[src/hdl/eld_pkg.sv]
// What this block does
// - Request low: pass MAC transmit unchanged.
// - Request high: drive Assert LPI, not idle.
// - Request high: carrier shown present to MAC.
// - Request low: resume normal interframe at once.
// - Hold carrier for wake delay, then release.
// - Wake delay default per PHY, software adjustable.
// - Non-LPI receive encodings forwarded to MAC.
// - Entering receive LPI: idle to MAC, indicate.
// - Leaving receive LPI: drop indication, decode normally.
// - Transmit LPI start: send sleep to partner.
// - Most PHY types go quiet after sleep.
// - Gigabit copper: quiet only after remote sleep too.
// - LPI still conveyed when partner declines.
// - Quiet and refresh repeat until idle returns.
// - Idle returns: send wake for fixed time.
// - Entry or exit never drops a frame.
// - Remote sleep seen: present Assert LPI, power down.
// - Remote wake seen: return receive to idle.
package eld_pkg;

   // Register byte addresses
   localparam logic [7:0] ADDR_CTRL = 8'h00;
   localparam logic [7:0] ADDR_WAKE = 8'h04;
   localparam logic [7:0] ADDR_STAT = 8'h08;

   // Field positions
   localparam int CTRL_GBT_BIT   = 0;
   localparam int WAKE_W         = 16;
   localparam int STAT_TXST_LSB  = 0;
   localparam int STAT_RXLPI_BIT = 4;
   localparam int STAT_IND_BIT   = 5;
   localparam int STAT_CRS_BIT   = 6;
   localparam int STAT_ACT_BIT   = 7;

   // Reset values
   localparam logic        CTRL_GBT_RST = 1'b0;
   localparam logic [15:0] WAKE_RST     = 16'h0400;

   // Clock rate and line timing in microseconds
   localparam int CLK_MHZ = 25;
   localparam int TS_US   = 200;
   localparam int TQ_US   = 20000;
   localparam int TR_US   = 200;
   localparam int TW_US   = 20;

   // Line timing in clock cycles
   localparam int TS_CYC = TS_US * CLK_MHZ;
   localparam int TQ_CYC = TQ_US * CLK_MHZ;
   localparam int TR_CYC = TR_US * CLK_MHZ;
   localparam int TW_CYC = TW_US * CLK_MHZ;
   localparam int CNT_W  = 20;

   // Byte-wide xMII encodings
   localparam logic [7:0] LPI_DATA = 8'h01;
   localparam logic [7:0] IDLE_DATA = 8'h00;

   // Line signalling of the transmitter
   typedef enum logic [2:0] {
      TX_NORMAL,
      TX_SLEEP,
      TX_WAIT_RMT,
      TX_QUIET,
      TX_REFRESH,
      TX_WAKE
   } eld_txst_type;

endpackage

[src/hdl/eld_top.sv]
// Implementation choices: the placing of the registers and register access over APB.
`timescale 1ns/1ns
// LPI assert and detect with transmit and receive line sequencing
module eld_top #(
   parameter logic [7:0]  P_LPI_DATA  = eld_pkg::LPI_DATA,
   parameter logic [7:0]  P_IDLE_DATA = eld_pkg::IDLE_DATA,
   parameter logic [15:0] P_WAKE_RST  = eld_pkg::WAKE_RST,
   parameter int         P_TS_CYC    = eld_pkg::TS_CYC,
   parameter int         P_TQ_CYC    = eld_pkg::TQ_CYC,
   parameter int         P_TR_CYC    = eld_pkg::TR_CYC,
   parameter int         P_TW_CYC    = eld_pkg::TW_CYC
) (
   input  wire logic        i_clk,
   input  wire logic        i_resetn,
   // APB slave
   input  wire logic        i_psel,
   input  wire logic        i_penable,
   input  wire logic        i_pwrite,
   input  wire logic [7:0]  i_paddr,
   input  wire logic [31:0] i_pwdata,
   output logic [31:0]      o_prdata,
   output logic             o_pready,
   output logic             o_pslverr,
   // LPI client
   input  wire logic        i_lpi_req,
   output logic             o_lpi_ind,
   // MAC transmit side
   input  wire logic [7:0]  i_mac_txd,
   input  wire logic        i_mac_tx_en,
   input  wire logic        i_mac_tx_er,
   output logic             o_mac_crs,
   // MAC receive side
   output logic [7:0]       o_mac_rxd,
   output logic             o_mac_rx_dv,
   output logic             o_mac_rx_er,
   // Transmit xMII
   output logic [7:0]       o_xmii_txd,
   output logic             o_xmii_tx_en,
   output logic             o_xmii_tx_er,
   // Receive xMII from the line receiver
   input  wire logic [7:0]  i_xmii_rxd,
   input  wire logic        i_xmii_rx_dv,
   input  wire logic        i_xmii_rx_er,
   // Line events from the partner
   input  wire logic        i_line_rx_sleep,
   input  wire logic        i_line_rx_wake,
   // Line signalling state
   output logic [2:0]       o_line_tx_mode,
   output logic             o_line_tx_off,
   output logic             o_line_rx_pwrdn
);

   localparam int CW = eld_pkg::CNT_W;

   // Assert LPI pattern test, shared by both directions
   function automatic logic is_lpi(
      input logic       en,
      input logic       er,
      input logic [7:0] d
   );
      is_lpi = !en && er && (d == P_LPI_DATA);
   endfunction

   logic                  gbt_r;        // Wait for remote sleep
   logic [15:0]           wake_r;       // Carrier release delay
   logic                  lpi_act_r;    // Assert LPI being sent
   logic                  lpi_act_nxt;  // Next of the above
   logic                  wake_zero;    // Carrier delay expired
   logic                  rmt_slept_r;  // Partner sent sleep
   logic                  rx_lpi_r;     // Receiver in LPI
   eld_pkg::eld_txst_type tx_st_r;      // Line transmit state
   eld_pkg::eld_txst_type tx_nxt;       // Its next value
   logic                  seq_zero;     // Line timer expired
   logic                  seq_load;     // Line timer reload
   logic [CW-1:0]         seq_val;      // Line timer value
   logic                  tx_lpi_seen;  // LPI on transmit xMII
   logic [7:0]            rxd_int;      // Receive xMII as seen
   logic                  rx_dv_int;
   logic                  rx_er_int;
   logic                  rx_is_lpi;    // Receive carries LPI
   logic                  wr_en;        // APB write strobe
   logic                  setup;        // APB setup phase

   // APB phase decode
   assign setup = i_psel && !i_penable;
   assign wr_en = i_psel && i_penable && o_pready && i_pwrite;

   // Answer one cycle after setup, flag unmapped addresses
   always_ff @(posedge i_clk or negedge i_resetn)
   begin
      if (!i_resetn)
      begin
         o_pready  <= 1'b0;
         o_pslverr <= 1'b0;
         o_prdata  <= '0;
      end
      else
      begin
         o_pready  <= setup;
         o_pslverr <= 1'b0;
         o_prdata  <= '0;
         if (setup)
         begin
            unique case (i_paddr)
               eld_pkg::ADDR_CTRL:
               begin
                  o_prdata[eld_pkg::CTRL_GBT_BIT] <= gbt_r;
               end
               eld_pkg::ADDR_WAKE:
               begin
                  o_prdata[eld_pkg::WAKE_W-1:0] <= wake_r;
               end
               eld_pkg::ADDR_STAT:
               begin
                  o_prdata[eld_pkg::STAT_TXST_LSB +: 3] <= tx_st_r;
                  o_prdata[eld_pkg::STAT_RXLPI_BIT]     <= rx_lpi_r;
                  o_prdata[eld_pkg::STAT_IND_BIT]       <= o_lpi_ind;
                  o_prdata[eld_pkg::STAT_CRS_BIT]       <= o_mac_crs;
                  o_prdata[eld_pkg::STAT_ACT_BIT]       <= lpi_act_r;
               end
               default:
               begin
                  o_pslverr <= 1'b1;
               end
            endcase
         end
      end
   end

   // Control and wake delay registers
   always_ff @(posedge i_clk or negedge i_resetn)
   begin
      if (!i_resetn)
      begin
         gbt_r  <= eld_pkg::CTRL_GBT_RST;
         wake_r <= P_WAKE_RST;
      end
      else if (wr_en)
      begin
         // Mode select for the quiet condition
         if (i_paddr == eld_pkg::ADDR_CTRL)
         begin
            gbt_r <= i_pwdata[eld_pkg::CTRL_GBT_BIT];
         end
         if (i_paddr == eld_pkg::ADDR_WAKE)
         begin
            wake_r <= i_pwdata[eld_pkg::WAKE_W-1:0];
         end
      end
   end

   // wait for a frame in flight to end first
   assign lpi_act_nxt = i_lpi_req && (lpi_act_r || !i_mac_tx_en);

   // Transmit xMII mux, registered
   always_ff @(posedge i_clk or negedge i_resetn)
   begin
      if (!i_resetn)
      begin
         lpi_act_r    <= 1'b0;
         o_xmii_txd   <= P_IDLE_DATA;
         o_xmii_tx_en <= 1'b0;
         o_xmii_tx_er <= 1'b0;
      end
      else
      begin
         lpi_act_r <= lpi_act_nxt;
         if (lpi_act_nxt)
         begin
            o_xmii_txd   <= P_LPI_DATA;
            o_xmii_tx_en <= 1'b0;
            o_xmii_tx_er <= 1'b1;
         end
         else
         begin
            o_xmii_txd   <= i_mac_txd;
            o_xmii_tx_en <= i_mac_tx_en;
            o_xmii_tx_er <= i_mac_tx_er;
         end
      end
   end

   // delay reloads while requested, runs once released
   eld_cnt #(
      .W (eld_pkg::WAKE_W)
   ) u_wake_cnt (
      .i_clk    (i_clk),
      .i_resetn (i_resetn),
      .i_load   (i_lpi_req),
      .i_val    (wake_r),
      .o_zero   (wake_zero)
   );

   // Carrier toward the MAC
   always_ff @(posedge i_clk or negedge i_resetn)
   begin
      if (!i_resetn)
      begin
         o_mac_crs <= 1'b0;
      end
      else
      begin
         // on with request, off after the delay
         o_mac_crs <= i_lpi_req || !wake_zero;
      end
   end

   // line side watches its own transmit xMII
   assign tx_lpi_seen = is_lpi(o_xmii_tx_en, o_xmii_tx_er, o_xmii_txd);

   // Line transmit sequencing
   always_comb
   begin
      tx_nxt = tx_st_r;
      unique case (tx_st_r)
         eld_pkg::TX_NORMAL:
         begin
            if (tx_lpi_seen)
            begin
               tx_nxt = eld_pkg::TX_SLEEP;
            end
         end
         eld_pkg::TX_SLEEP:
         begin
            if (!tx_lpi_seen)
            begin
               tx_nxt = eld_pkg::TX_WAKE;
            end
            // quiet now, or after partner sleep
            else if (seq_zero)
            begin
               tx_nxt = (gbt_r && !rmt_slept_r) ? eld_pkg::TX_WAIT_RMT
                                                : eld_pkg::TX_QUIET;
            end
         end
         eld_pkg::TX_WAIT_RMT:
         begin
            // LPI still passed on while powered
            if (!tx_lpi_seen)
            begin
               tx_nxt = eld_pkg::TX_WAKE;
            end
            else if (rmt_slept_r)
            begin
               tx_nxt = eld_pkg::TX_QUIET;
            end
         end
         eld_pkg::TX_QUIET:
         begin
            if (!tx_lpi_seen)
            begin
               tx_nxt = eld_pkg::TX_WAKE;
            end
            else if (seq_zero)
            begin
               tx_nxt = eld_pkg::TX_REFRESH;
            end
         end
         eld_pkg::TX_REFRESH:
         begin
            if (!tx_lpi_seen)
            begin
               tx_nxt = eld_pkg::TX_WAKE;
            end
            else if (seq_zero)
            begin
               tx_nxt = eld_pkg::TX_QUIET;
            end
         end
         eld_pkg::TX_WAKE:
         begin
            if (seq_zero)
            begin
               tx_nxt = eld_pkg::TX_NORMAL;
            end
         end
      endcase
   end

   // Timer reload on every state change
   assign seq_load = (tx_nxt != tx_st_r);

   // Duration of the state being entered
   always_comb
   begin
      seq_val = '0;
      unique case (tx_nxt)
         eld_pkg::TX_SLEEP:   seq_val = CW'(P_TS_CYC);
         eld_pkg::TX_QUIET:   seq_val = CW'(P_TQ_CYC);
         eld_pkg::TX_REFRESH: seq_val = CW'(P_TR_CYC);
         eld_pkg::TX_WAKE:    seq_val = CW'(P_TW_CYC);
         default:    seq_val = '0;
      endcase
   end

   // Line timer
   eld_cnt #(
      .W (CW)
   ) u_seq_cnt (
      .i_clk    (i_clk),
      .i_resetn (i_resetn),
      .i_load   (seq_load),
      .i_val    (seq_val),
      .o_zero   (seq_zero)
   );

   // State and line signalling outputs
   always_ff @(posedge i_clk or negedge i_resetn)
   begin
      if (!i_resetn)
      begin
         tx_st_r        <= eld_pkg::TX_NORMAL;
         o_line_tx_mode <= '0;
         o_line_tx_off  <= 1'b0;
      end
      else
      begin
         tx_st_r        <= tx_nxt;
         o_line_tx_mode <= tx_nxt;
         o_line_tx_off  <= (tx_nxt == eld_pkg::TX_QUIET);
      end
   end

   // Partner sleep memory, set wins over clear
   always_ff @(posedge i_clk or negedge i_resetn)
   begin
      if (!i_resetn)
      begin
         rmt_slept_r <= 1'b0;
      end
      else if (i_line_rx_sleep)
      begin
         rmt_slept_r <= 1'b1;
      end
      else if (tx_st_r == eld_pkg::TX_NORMAL || i_line_rx_wake)
      begin
         rmt_slept_r <= 1'b0;
      end
   end

   // Receiver LPI state and power-down
   always_ff @(posedge i_clk or negedge i_resetn)
   begin
      if (!i_resetn)
      begin
         rx_lpi_r        <= 1'b0;
         o_line_rx_pwrdn <= 1'b0;
      end
      else if (i_line_rx_sleep)
      begin
         rx_lpi_r        <= 1'b1;
         o_line_rx_pwrdn <= 1'b1;
      end
      else if (i_line_rx_wake)
      begin
         rx_lpi_r        <= 1'b0;
         o_line_rx_pwrdn <= 1'b0;
      end
   end

   // Receive xMII as presented to the detect function
   assign rxd_int   = rx_lpi_r ? P_LPI_DATA : i_xmii_rxd;
   assign rx_dv_int = rx_lpi_r ? 1'b0 : i_xmii_rx_dv;
   assign rx_er_int = rx_lpi_r ? 1'b1 : i_xmii_rx_er;
   assign rx_is_lpi = is_lpi(rx_dv_int, rx_er_int, rxd_int);

   // Detect function toward MAC and client
   always_ff @(posedge i_clk or negedge i_resetn)
   begin
      if (!i_resetn)
      begin
         o_lpi_ind   <= 1'b0;
         o_mac_rxd   <= P_IDLE_DATA;
         o_mac_rx_dv <= 1'b0;
         o_mac_rx_er <= 1'b0;
      end
      else if (rx_is_lpi)
      begin
         o_lpi_ind   <= 1'b1;
         o_mac_rxd   <= P_IDLE_DATA;
         o_mac_rx_dv <= 1'b0;
         o_mac_rx_er <= 1'b0;
      end
      else
      begin
         o_lpi_ind   <= 1'b0;
         o_mac_rxd   <= rxd_int;
         o_mac_rx_dv <= rx_dv_int;
         o_mac_rx_er <= rx_er_int;
      end
   end
endmodule

[src/hdl/eld_cnt.sv]
`timescale 1ns/1ns
// Loadable down-counter that stops at zero
module eld_cnt #(
   parameter int W = 20
) (
   input  wire logic         i_clk,
   input  wire logic         i_resetn,
   input  wire logic         i_load,
   input  wire logic [W-1:0] i_val,
   output logic              o_zero
);

   logic [W-1:0] cnt_r;   // Remaining count

   // Load wins, otherwise count toward zero
   always_ff @(posedge i_clk or negedge i_resetn)
   begin
      if (!i_resetn)
      begin
         cnt_r <= '0;
      end
      else if (i_load)
      begin
         cnt_r <= i_val;
      end
      else if (cnt_r != '0)
      begin
         cnt_r <= cnt_r - W'(1);
      end
   end

   // Expiry flag
   assign o_zero = (cnt_r == '0);

endmodule

[config.mk]
export PLATFORM = sky130hd
export DESIGN_NAME = eld_top
export DESIGN_NICKNAME = d
export VERILOG_FILES = /design/src/hdl/eld_pkg.sv /design/src/hdl/eld_top.sv /design/src/hdl/eld_cnt.sv
export SDC_FILE = /design/constraint.sdc
export NUM_CORES = 1
export LEC_CHECK = 0
export BUFFER_PORTS_ARGS = -buffer_cell sky130_fd_sc_hd__buf_4
export CAP_MARGIN = 10
export CORE_ASPECT_RATIO = 2
export CORE_MARGIN = 3
export CORE_UTILIZATION = 56
export CTS_CLUSTER_DIAMETER = 200
export DETAILED_ROUTE_END_ITERATION = 12
export GPL_TIMING_DRIVEN = 0
export PLACE_DENSITY = 0.85
export SKIP_CTS_REPAIR_TIMING = 1
export SLEW_MARGIN = 20
export SYNTH_ARGS = -nofsm -noshare
export SYNTH_HDL_FRONTEND = slang
export SYNTH_SLANG_ARGS = --single-unit
[constraint.sdc]
create_clock -name i_clk -period 7.3 [get_ports i_clk]
set_clock_uncertainty 0.1 [all_clocks]
set_input_delay 1.095 -clock i_clk [delete_from_list [all_inputs] [get_ports i_clk]]
set_output_delay 1.095 -clock i_clk [all_outputs]
set_load 0.02 [all_outputs]
# --- Word-level counts from Yosys, hierarchy flattened ---
# Index checks and enable logic that the tools add are counted.
word_totals:
  reg_bits: 100
  input_bits: 68
op_classes:
  n_addsub: 2
  n_eq_ne: 14
  mux: 39
  reduce_logical: 33
op_table:
  columns: ["op", "n"]
  rows:
  - ["19-bit one-hot mux with 3 select lines", 1]
  - ["16-bit 2-to-1 mux", 3]
  - ["20-bit 2-to-1 mux", 2]
  - ["8-bit 2-to-1 mux", 4]
  - ["3-bit 2-to-1 mux", 10]
  - ["20-bit logical NOT", 1]
  - ["20-bit nonzero test", 1]
  - ["20-bit by 1-bit subtractor with 20-bit output (second input constant)", 1]
  - ["3-bit one-hot mux with 6 select lines", 1]
  - ["8-bit by 1-bit equality test with 1-bit output (second input constant)", 2]
  - ["16-bit logical NOT", 1]
  - ["16-bit nonzero test", 1]
  - ["16-bit by 1-bit subtractor with 16-bit output (second input constant)", 1]
  - ["1-bit 2-to-1 mux", 15]
  - ["3-bit equality test (second input constant)", 4]
  - ["1-bit logical AND", 10]
  - ["3-bit by 2-bit equality test with 1-bit output (second input constant)", 3]
  - ["8-bit by 3-bit equality test with 1-bit output (second input constant)", 1]
  - ["8-bit by 4-bit equality test with 1-bit output (second input constant)", 1]
  - ["8-bit logical NOT", 1]
  - ["4-bit one-hot mux with 2 select lines", 1]
  - ["2-bit nonzero test", 4]
  - ["3-bit by 1-bit equality test with 1-bit output (second input constant)", 2]
  - ["1-bit logical NOT", 6]
  - ["8 further kinds", 11]

# --- Longest topological paths before layout ---
# Gate-level depths: netlist of the first run.
depth:
  depth_word: 10
  mapped_depth: 9

# --- By module ---
# A second synthesis of the first run with hierarchy kept.
unflattened:
  cells_unflattened: 486
  area_unflattened_um2: 5061.1
modules_own_cells:
  columns: ["mod", "n_inst", "cells_each", "area_each_um2", "seq_area_each_um2"]
  rows:
  - ["eld_top", 1, 259, 2852.7, 1602.8]
  - ["eld_cnt at u_seq_cnt", 1, 123, 1202.4, 500.5]
  - ["eld_cnt at u_wake_cnt", 1, 104, 1006.0, 400.4]

# --- Worst setup path before layout of the first run ---
# No wires, ideal clock.
synth_timing:
  path_type: "input-to-reg"
  startpoint: "in i_paddr[5]"
  endpoint: "reg wake_r[11]"
  setup_ps: 125
  arrival_time_ps: 3031
  required_ps: 7075
  slack_ps: 4044
  path_stages: 5
  cell_sequence: "nor4_1 > nand2_1 > nor4_1 > clkbuf_1 > mux2_2"
synth_via:
  elab_chain_len: 2
synth_lines:
  columns: ["element", "line_no", "source"]
  rows:
  - ["from (decl)", "eld_top.sv:19", "input wire logic [7:0] i_paddr,"]
  - ["8-bit by 3-bit equality test with 1-bit output", "eld_top.sv:145", "if (i_paddr == eld_pkg::ADDR_WAKE)"]
  - ["2-bit AND reduction (no source line)", null, null]
  - ["to (signal assigned)", "eld_top.sv:147", "wake_r <= i_pwdata[eld_pkg::WAKE_W-1:0];"]
  - ["to (decl)", "eld_top.sv:65", "logic [15:0] wake_r;"]
# No other way between the ends.
# A chain may end at the register's enable or synchronous reset.

# --- Worst setup path after layout of the first run ---
layout_timing:
  startpoint: "reg u_seq_cnt.cnt_r[12]"
  endpoint: "reg u_seq_cnt.cnt_r[12]"
layout_via:
  elab_chain_len: 8
layout_lines:
  columns: ["element", "line_no", "source"]
  rows:
  - ["from (decl)", "eld_cnt.sv:13", "logic [W-1:0] cnt_r;"]
  - ["from (signal assigned)", "eld_cnt.sv:24", "cnt_r <= i_val;"]
  - ["from (signal assigned)", "eld_cnt.sv:28", "cnt_r <= cnt_r - W'(1);"]
  - ["20-bit logical NOT *", "eld_cnt.sv:33", "assign o_zero = (cnt_r == '0);"]
  - ["3-bit 2-to-1 mux, on equally long branches", "eld_top.sv:265, eld_top.sv:230, eld_top.sv:254", null]
  - ["3-bit 2-to-1 mux, on equally long branches", "eld_top.sv:261, eld_top.sv:225, eld_top.sv:250", null]
  - ["3-bit one-hot mux with 6 select lines *", "eld_top.sv:215", "unique case (tx_st_r)"]
  - ["named net tx_nxt[0]", "eld_top.sv:72", "eld_pkg::eld_txst_type tx_nxt;"]
  - ["3-bit equality test or 3-bit by 1-bit equality test with 1-bit output (tied branches)", "eld_top.sv:287", "unique case (tx_nxt)"]
  - ["2-bit OR reduction (no source line)", null, null]
  - ["19-bit one-hot mux with 3 select lines", "eld_top.sv:287", null]
  - ["20-bit 2-to-1 mux", "eld_cnt.sv:22", "else if (i_load)"]
# The timed path passes the listed nets; every way through them passes the cells marked *. The select of a mux whose other input is x is not followed.

==> results.toml, run 1 <==
[outcome]
outcome = "finished clean"

[clock_network]
clk_latency_ns = 0.34
clock_sink_count = 100
tritoncts = "yes"
clock_transition_at_the_registers_of_the_reported_paths_ns = 0.07
number_of_h_tree_levels = 3
tritoncts.num_buffers = 9
cts_root_buf = "clkbuf_16"
clock_path_buffers = 2

[global_route]
grt_pass1_wl_um = 20090
global_route.usage.met1 = 0.2694
first_global_vias = 4105
global_route.peak_usage_layer = "met2"
grt_max_degree = 101
number_of_antenna_violations_at_the_first_check_in_global_routing = 0
grt_util_met3 = 0.05774
global_route.overflow_total = 0
met2_grt_util = 0.5331
grt_use_total = 0.2720

[finish]
area.growth.synth_to_final_pct = 25.73
core_utilization_of_the_finished_layout = 0.7376
fraction_of_layout_instances_using_a_drive_strength_above_1 = 0.2813
diodes = 0
num-nets-final = 642

[floorplanning]
rows = 46
fp.coreArea_um2 = 8058
die_height_um = 135.9
floorplan.io_pins = 129
die_width_um = 70.97
initial_core_util = 0.5866
design.die.area_um2 = 9646

[critical_path]
critical_path_peak_fanout = 9
ff2ff_setup_slack_ns = 3.73
worst-r2r-cell-count = 8
startpoint_type_of_the_worst_setup_path = "flop"
worst_setup_endpoint = "u_seq_cnt.cnt_r[12]"
crit_path_kind = "flop to flop"
endpoint_kind = "flop"
reg2reg_to = "u_seq_cnt.cnt_r[12]"
critPathRequiredTime_ns = 7.39
critPathLaunch = "u_seq_cnt.cnt_r[12]"
cp.arrival_ns = 3.66
r2r-start = "u_seq_cnt.cnt_r[12]"

[route]
route.detailed.drc = 0
drt_wl_total_um = 12490
first_iter_violations = 347
detail_route.vias_per_cell = 5.658
ant_nets = 0
drtPass1Iterations = 5
route.vias.total = 3802
wire_per_inst_um = 18.58

[sta]
worst-slew-pin-transition_ns = 0.9877
setup_tns_ns = 0
fin_crit_ns = 3.568
finalHoldViolations = 0
max_freq_ghz = 0.2803
timing.max_slew.rel_slack = 0.3401
finalSetupViolations = 0
grt_setup_unrepaired = "no"
fin_crit_sh = 0.4888
slew_viol_final = 0

[synthesis]
synth_ff_type = "dfrtp_1"
ys_seq_elements = 100
synth_enable_flop_cells = 0
synth_top_area_share = 0.5241
ys.warnings.count = 0
yosys.area.top_type = "dfrtp_1"
postSynthAreaPerCell_um2 = 10.53
synth_cell_type_count = 55
synth_cell_area_um2 = 4727
synth-seq-area-share = 0.5296
ys_async_sr_fraction = 1.000
synthTopCellsByArea = "dfrtp_1 52%, mux2_2 4.5%, xnor2_1 3.9%"
syn-instance-count = 449

[power_and_ir_drop]
leakagePower_nw = 2.850
cell_internal_pwr_w = 0.001146
worst_ir_drop_vdd_v = 0.0002724
power.sequential.fraction = 0.418
p_clk_frac = 0.281
pwr_density_cell_nw_per_um2 = 291.2
pwr-share-comb = 0.301
netSwitchingFraction = 0.3380
power.net_switching_w = 0.0005850

[placement]
finalWeightedCongestion = 0.9012
place_hpwl_um = 9642
port_buffers = 95

[job]
max_cap_violations = 0

[hold_path]
min-delay-path-class = "flop to flop"
worst_hold_path.num_cells = 1
cell usage in the layout (no fill, tap or decap), types with 10 or more instances in the layout:
| cell type | count |
|---|---|
| and3_1 | 11 |
| nor2b_1 | 14 |
| conb_1 | 16 |
| nor2_1 | 41 |
| o21ai_0 | 25 |
| nor4_1 | 10 |
| nand2_1 | 33 |
| nor3_1 | 18 |
| clkbuf_1 | 14 |
| a21oi_1 | 10 |
| buf_4 | 110 |
| inv_1 | 12 |
| dfrtp_1 | 99 |
| mux2_2 | 19 |
| xnor2_1 | 21 |
final cells by class:
| type | count | area [µm²] |
|---|---|---|
| Buffer | 34 | 197.7 |
| Fill cell | 612 | 2115 |
| Tap cell | 96 | 120.1 |
| Sequential cell | 100 | 2504 |
| Clock buffer | 11 | 252.7 |
| Timing Repair Buffer | 96 | 721.9 |
| Inverter | 12 | 45.04 |
| Multi-Input combinational cell | 318 | 2043 |
| Clock inverter | 5 | 58.81 |
kinds of logic (layout without fill, tap and decap cells):
group,count (synthesis),in the layout,synth area share
multiplexers,24,24,0.05585
buffers and inverters,46,158,0.05135
flip-flops,100,100,0.5296
other,1,16,0.0007933
adder cells (fa/ha/maj),3,3,0.007942
AO/OA/AOI/OAI,78,78,0.1136
XOR/XNOR,30,30,0.05559
AND/OR/NAND/NOR,167,167,0.1853
Yosys cell counts, types with 2 or more instances:
cell type   n
a31oi_1     4
a2111oi_0   2
a22o_1      4
buf_2       2
o21ai_0    25
and3_1     11
clkbuf_1   14
nand2_1    33
xor2_1      9
inv_1      12
dfrtp_1    99
mux2_2     19
xnor2_1    21
ha_1        3
buf_4      16
a21oi_1    10
nor2b_1    14
nor3_1     18
o22ai_1     2
nand2b_1    8
mux2i_1     5
a22oi_1     6
a21o_1      2
nand3_1     2
nor2_1     41
o21ai_1     6
nor4_1     11
or4_1       5
nand4_1     3
or3_1       3
nor4b_1     2
o31ai_1     7
or2_2       2
and2_1      7
critical path, cell delays in order (launching register included):
cell and delay (ns):
dfrtp_1 0.41, or4_1 0.58, or3_1 0.34, clkbuf_1 0.23, nor4_2 0.44, a2111oi_0 0.24, o2bb2ai_2 0.41, mux2i_1 0.46
o21ai_0 0.19
state kept, by name, indices dropped and copies added (netlist names):
signal            flops
u_seq_cnt.cnt_r      20
lpi_act_r             1
o_xmii_tx_en          1
o_xmii_txd            8
o_prdata             16
o_lpi_ind             1
o_mac_rx_dv           1
wake_r               16
o_mac_crs             1
gbt_r                 1
rmt_slept_r           1
u_wake_cnt.cnt_r     16
o_line_tx_off         1
rx_lpi_r              1
o_mac_rxd             8
o_xmii_tx_er          1
o_pslverr             1
tx_st_r               3
o_pready              1
o_mac_rx_er           1
per-layer routing:
layer,routed length (µm),vias up
met5,0,-
met1,4000,1886
li1,-,1779
met2,7612,117
met4,288,0
met3,584,20
worst min path at each step:
stage          startpoint                    to  slack, ns
6_report         rx_lpi_r          o_mac_rxd[7]       0.42
5_1_grt         wake_r[3]   u_wake_cnt.cnt_r[3]       0.44
4_1_cts         wake_r[3]   u_wake_cnt.cnt_r[3]       0.41
3_5_place_dp    wake_r[3]   u_wake_cnt.cnt_r[3]       0.39
3_3_place_gp    wake_r[3]   u_wake_cnt.cnt_r[3]       0.38
2_1_floorplan  wake_r[14]  u_wake_cnt.cnt_r[14]       0.36
metrics by stage:
step | instance area, µm² | cells | setup WS (ns) | hold WS (ns) | power [W]
after global placement | 5617 | 655 | 3.274 | 0.3824 | 0.001216
after detailed placement | 5632 | 656 | 3.767 | 0.3950 | 0.001246
final | 5943 | 672 | 3.732 | 0.4161 | 0.001731
after CTS | 5943 | 672 | 3.714 | 0.4106 | 0.001736
after floorplan | 4783 | 464 | 4.044 | 0.3595 | 0.001087
after global routing | 5943 | 672 | 3.516 | 0.4418 | 0.001829
power by group through the flow:
stage / clock network [W] / registers (W) / logic, W
floorplan: 0 / 0.000725 / 0.000362
global placement: 0 / 0.000721 / 0.000494
detailed placement: 0 / 0.000729 / 0.000517
CTS: 0.000491 / 0.000722 / 0.000523
global route: 0.000512 / 0.000736 / 0.000581
finish: 0.000486 / 0.000723 / 0.000521
Note: power is estimated with default switching activity, not from simulation.
==> run 2: changes to the inputs <==
Settings changed: CORE_UTILIZATION 56 to 53, PLACE_DENSITY 0.85 to 0.81.
Clock period 7.3 ns to 3.64 ns, I/O delays scaled along.
==> results.toml, run 2 (same netlist as run 1, synthesis figures left out) <==
[global_route]
number_of_antenna_violations_at_the_first_check_in_global_routing = 0
grt_pass1_wl_um = 19470
first_global_vias = 3923
global_route.overflow_total = 0
grt_use_total = 0.2494
grt_max_degree = 101

[sta]
fin_worst_hold_slack_ns = 0.1687
fin_crit_sh = 0.9282
worst-slew-pin-transition_ns = 0.8923
finalSetupViolations = 0
slew_viol_final = 0
max_freq_ghz = 0.2960
fin_crit_ns = 3.379
setup_tns_ns = 0
grt_setup_unrepaired = "no"
finalHoldViolations = 0
timing.max_slew.rel_slack = 0.3897

[route]
first_iter_violations = 354
ant_nets = 0
drt_wl_total_um = 12070
detail_route.vias_per_cell = 5.656
drtPass1Iterations = 6
route.vias.total = 3818
wire_per_inst_um = 17.89
route.detailed.drc = 0

[clock_network]
clock_path_buffers = 2
tritoncts = "yes"
tritoncts.num_buffers = 9
clk_latency_ns = 0.34
clock_transition_at_the_registers_of_the_reported_paths_ns = 0.07
cts_root_buf = "clkbuf_16"
number_of_h_tree_levels = 3
clock_sink_count = 100

[job]
max_cap_violations = 0

[power_and_ir_drop]
leakagePower_nw = 2.857
worst_ir_drop_vdd_v = 0.0004005
pwr_density_cell_nw_per_um2 = 587.2
totalPowerFinal_w = 0.003496

[critical_path]
endpoint_kind = "flop"
critPathLaunch = "u_seq_cnt.cnt_r[13]"
crit_path_kind = "flop to flop"
critical_path_peak_fanout = 9
reg2reg_to = "u_seq_cnt.cnt_r[9]"
ff2ff_setup_slack_ns = 0.26
r2r-start = "u_seq_cnt.cnt_r[13]"
cp.arrival_ns = 3.47
critPathRequiredTime_ns = 3.74
startpoint_type_of_the_worst_setup_path = "flop"
worst-r2r-cell-count = 8

[finish]
largest_register = "u_seq_cnt.cnt_r"
mostFrequentLayoutCells = "110 x buf_4, 99 x dfrtp_1, 41 x nor2_1"
area.growth.synth_to_final_pct = 25.94
layout.cells.most_common = "buf_4"
finish.cell_count_without_fillers = 675
num-nets-final = 642
fraction_of_layout_instances_using_a_drive_strength_above_1 = 0.2783
finalInstanceArea_um2 = 5953
diodes = 0
max_ffs_per_register = 20

[floorplanning]
initial_core_util = 0.5466
die_height_um = 139.6
fp.coreArea_um2 = 8648
rows = 48
design.die.area_um2 = 10160
die_width_um = 72.78
floorplan.io_pins = 129

[hold_path]
min-delay-path-class = "input pin to asynchronous set/reset pin"

[placement]
port_buffers = 95
placed_area_um2 = 5637
place_hpwl_um = 9111
dp.cells = 660
finalWeightedCongestion = 0.9010

[outcome]
outcome = "finished clean"
==> run 2: changes by cell type in the layout (fill, tap and decap cells not counted) <==
cell,change
bufinv_16,+1
clkbuf_1,+1
inv_6,-1
clkbuf_8,-1
clkinvlp_4,-2
clkinv_4,+1
==> run 2: final cells by class <==
cell class / count / area, µm²
plain buffers: 34 / 197.7
flip-flops and latches: 100 / 2504
multi-input cells: 318 / 2043
repair buffers: 96 / 721.9
clock inverters: 4 / 73.82
well taps: 100 / 125.1
clock buffers: 11 / 242.7
fillers: 685 / 2695
inverters: 12 / 45.04
==> run 2: metal layers <==
layer,track usage,vias up,part of all wire,wire length [µm]
li1,-,1781,-,-
met1,0.2612,1855,0.34,4097
met2,0.4561,154,0.57,6892
met3,0.03398,28,0.053,635
met4,0.1391,0,0.037,448
met5,0,-,0,0
==> run 2: worst max path at each step <==
stage / end / slack [ns]
floorplan: u_seq_cnt.cnt_r[13] / 0.82
global placement: wake_r[14] / 0.09
detailed placement: u_seq_cnt.cnt_r[3] / 0.27
CTS: u_seq_cnt.cnt_r[9] / 0.26
global route: u_seq_cnt.cnt_r[9] / 0.04
finish: u_seq_cnt.cnt_r[9] / 0.26
==> run 2: critical path: stages (launching register included) <==
cell and delay (ns):
dfrtp_1 0.39, or4_1 0.59, or3_1 0.33, clkbuf_1 0.24, nor4_2 0.37, a2111oi_0 0.21, o2bb2ai_2 0.40, mux2i_1 0.43
o21ai_0 0.15
==> run 2: power breakdown <==
group | total, W | switching (W) | internal (W)
Clock | 0.00102 | 0.000400 | 0.000617
Sequential | 0.00144 | 0.000157 | 0.00129
Combinational | 0.00103 | 0.000596 | 0.000438
==> run 2: per-stage QoR <==
step,setup WS [ns],utilization
after CTS,0.2642,0.6884
final,0.2614,0.6884
after global placement,0.09414,0.6500
after global routing,0.03962,0.6884
after detailed placement,0.2748,0.6518
after floorplan,0.8212,-
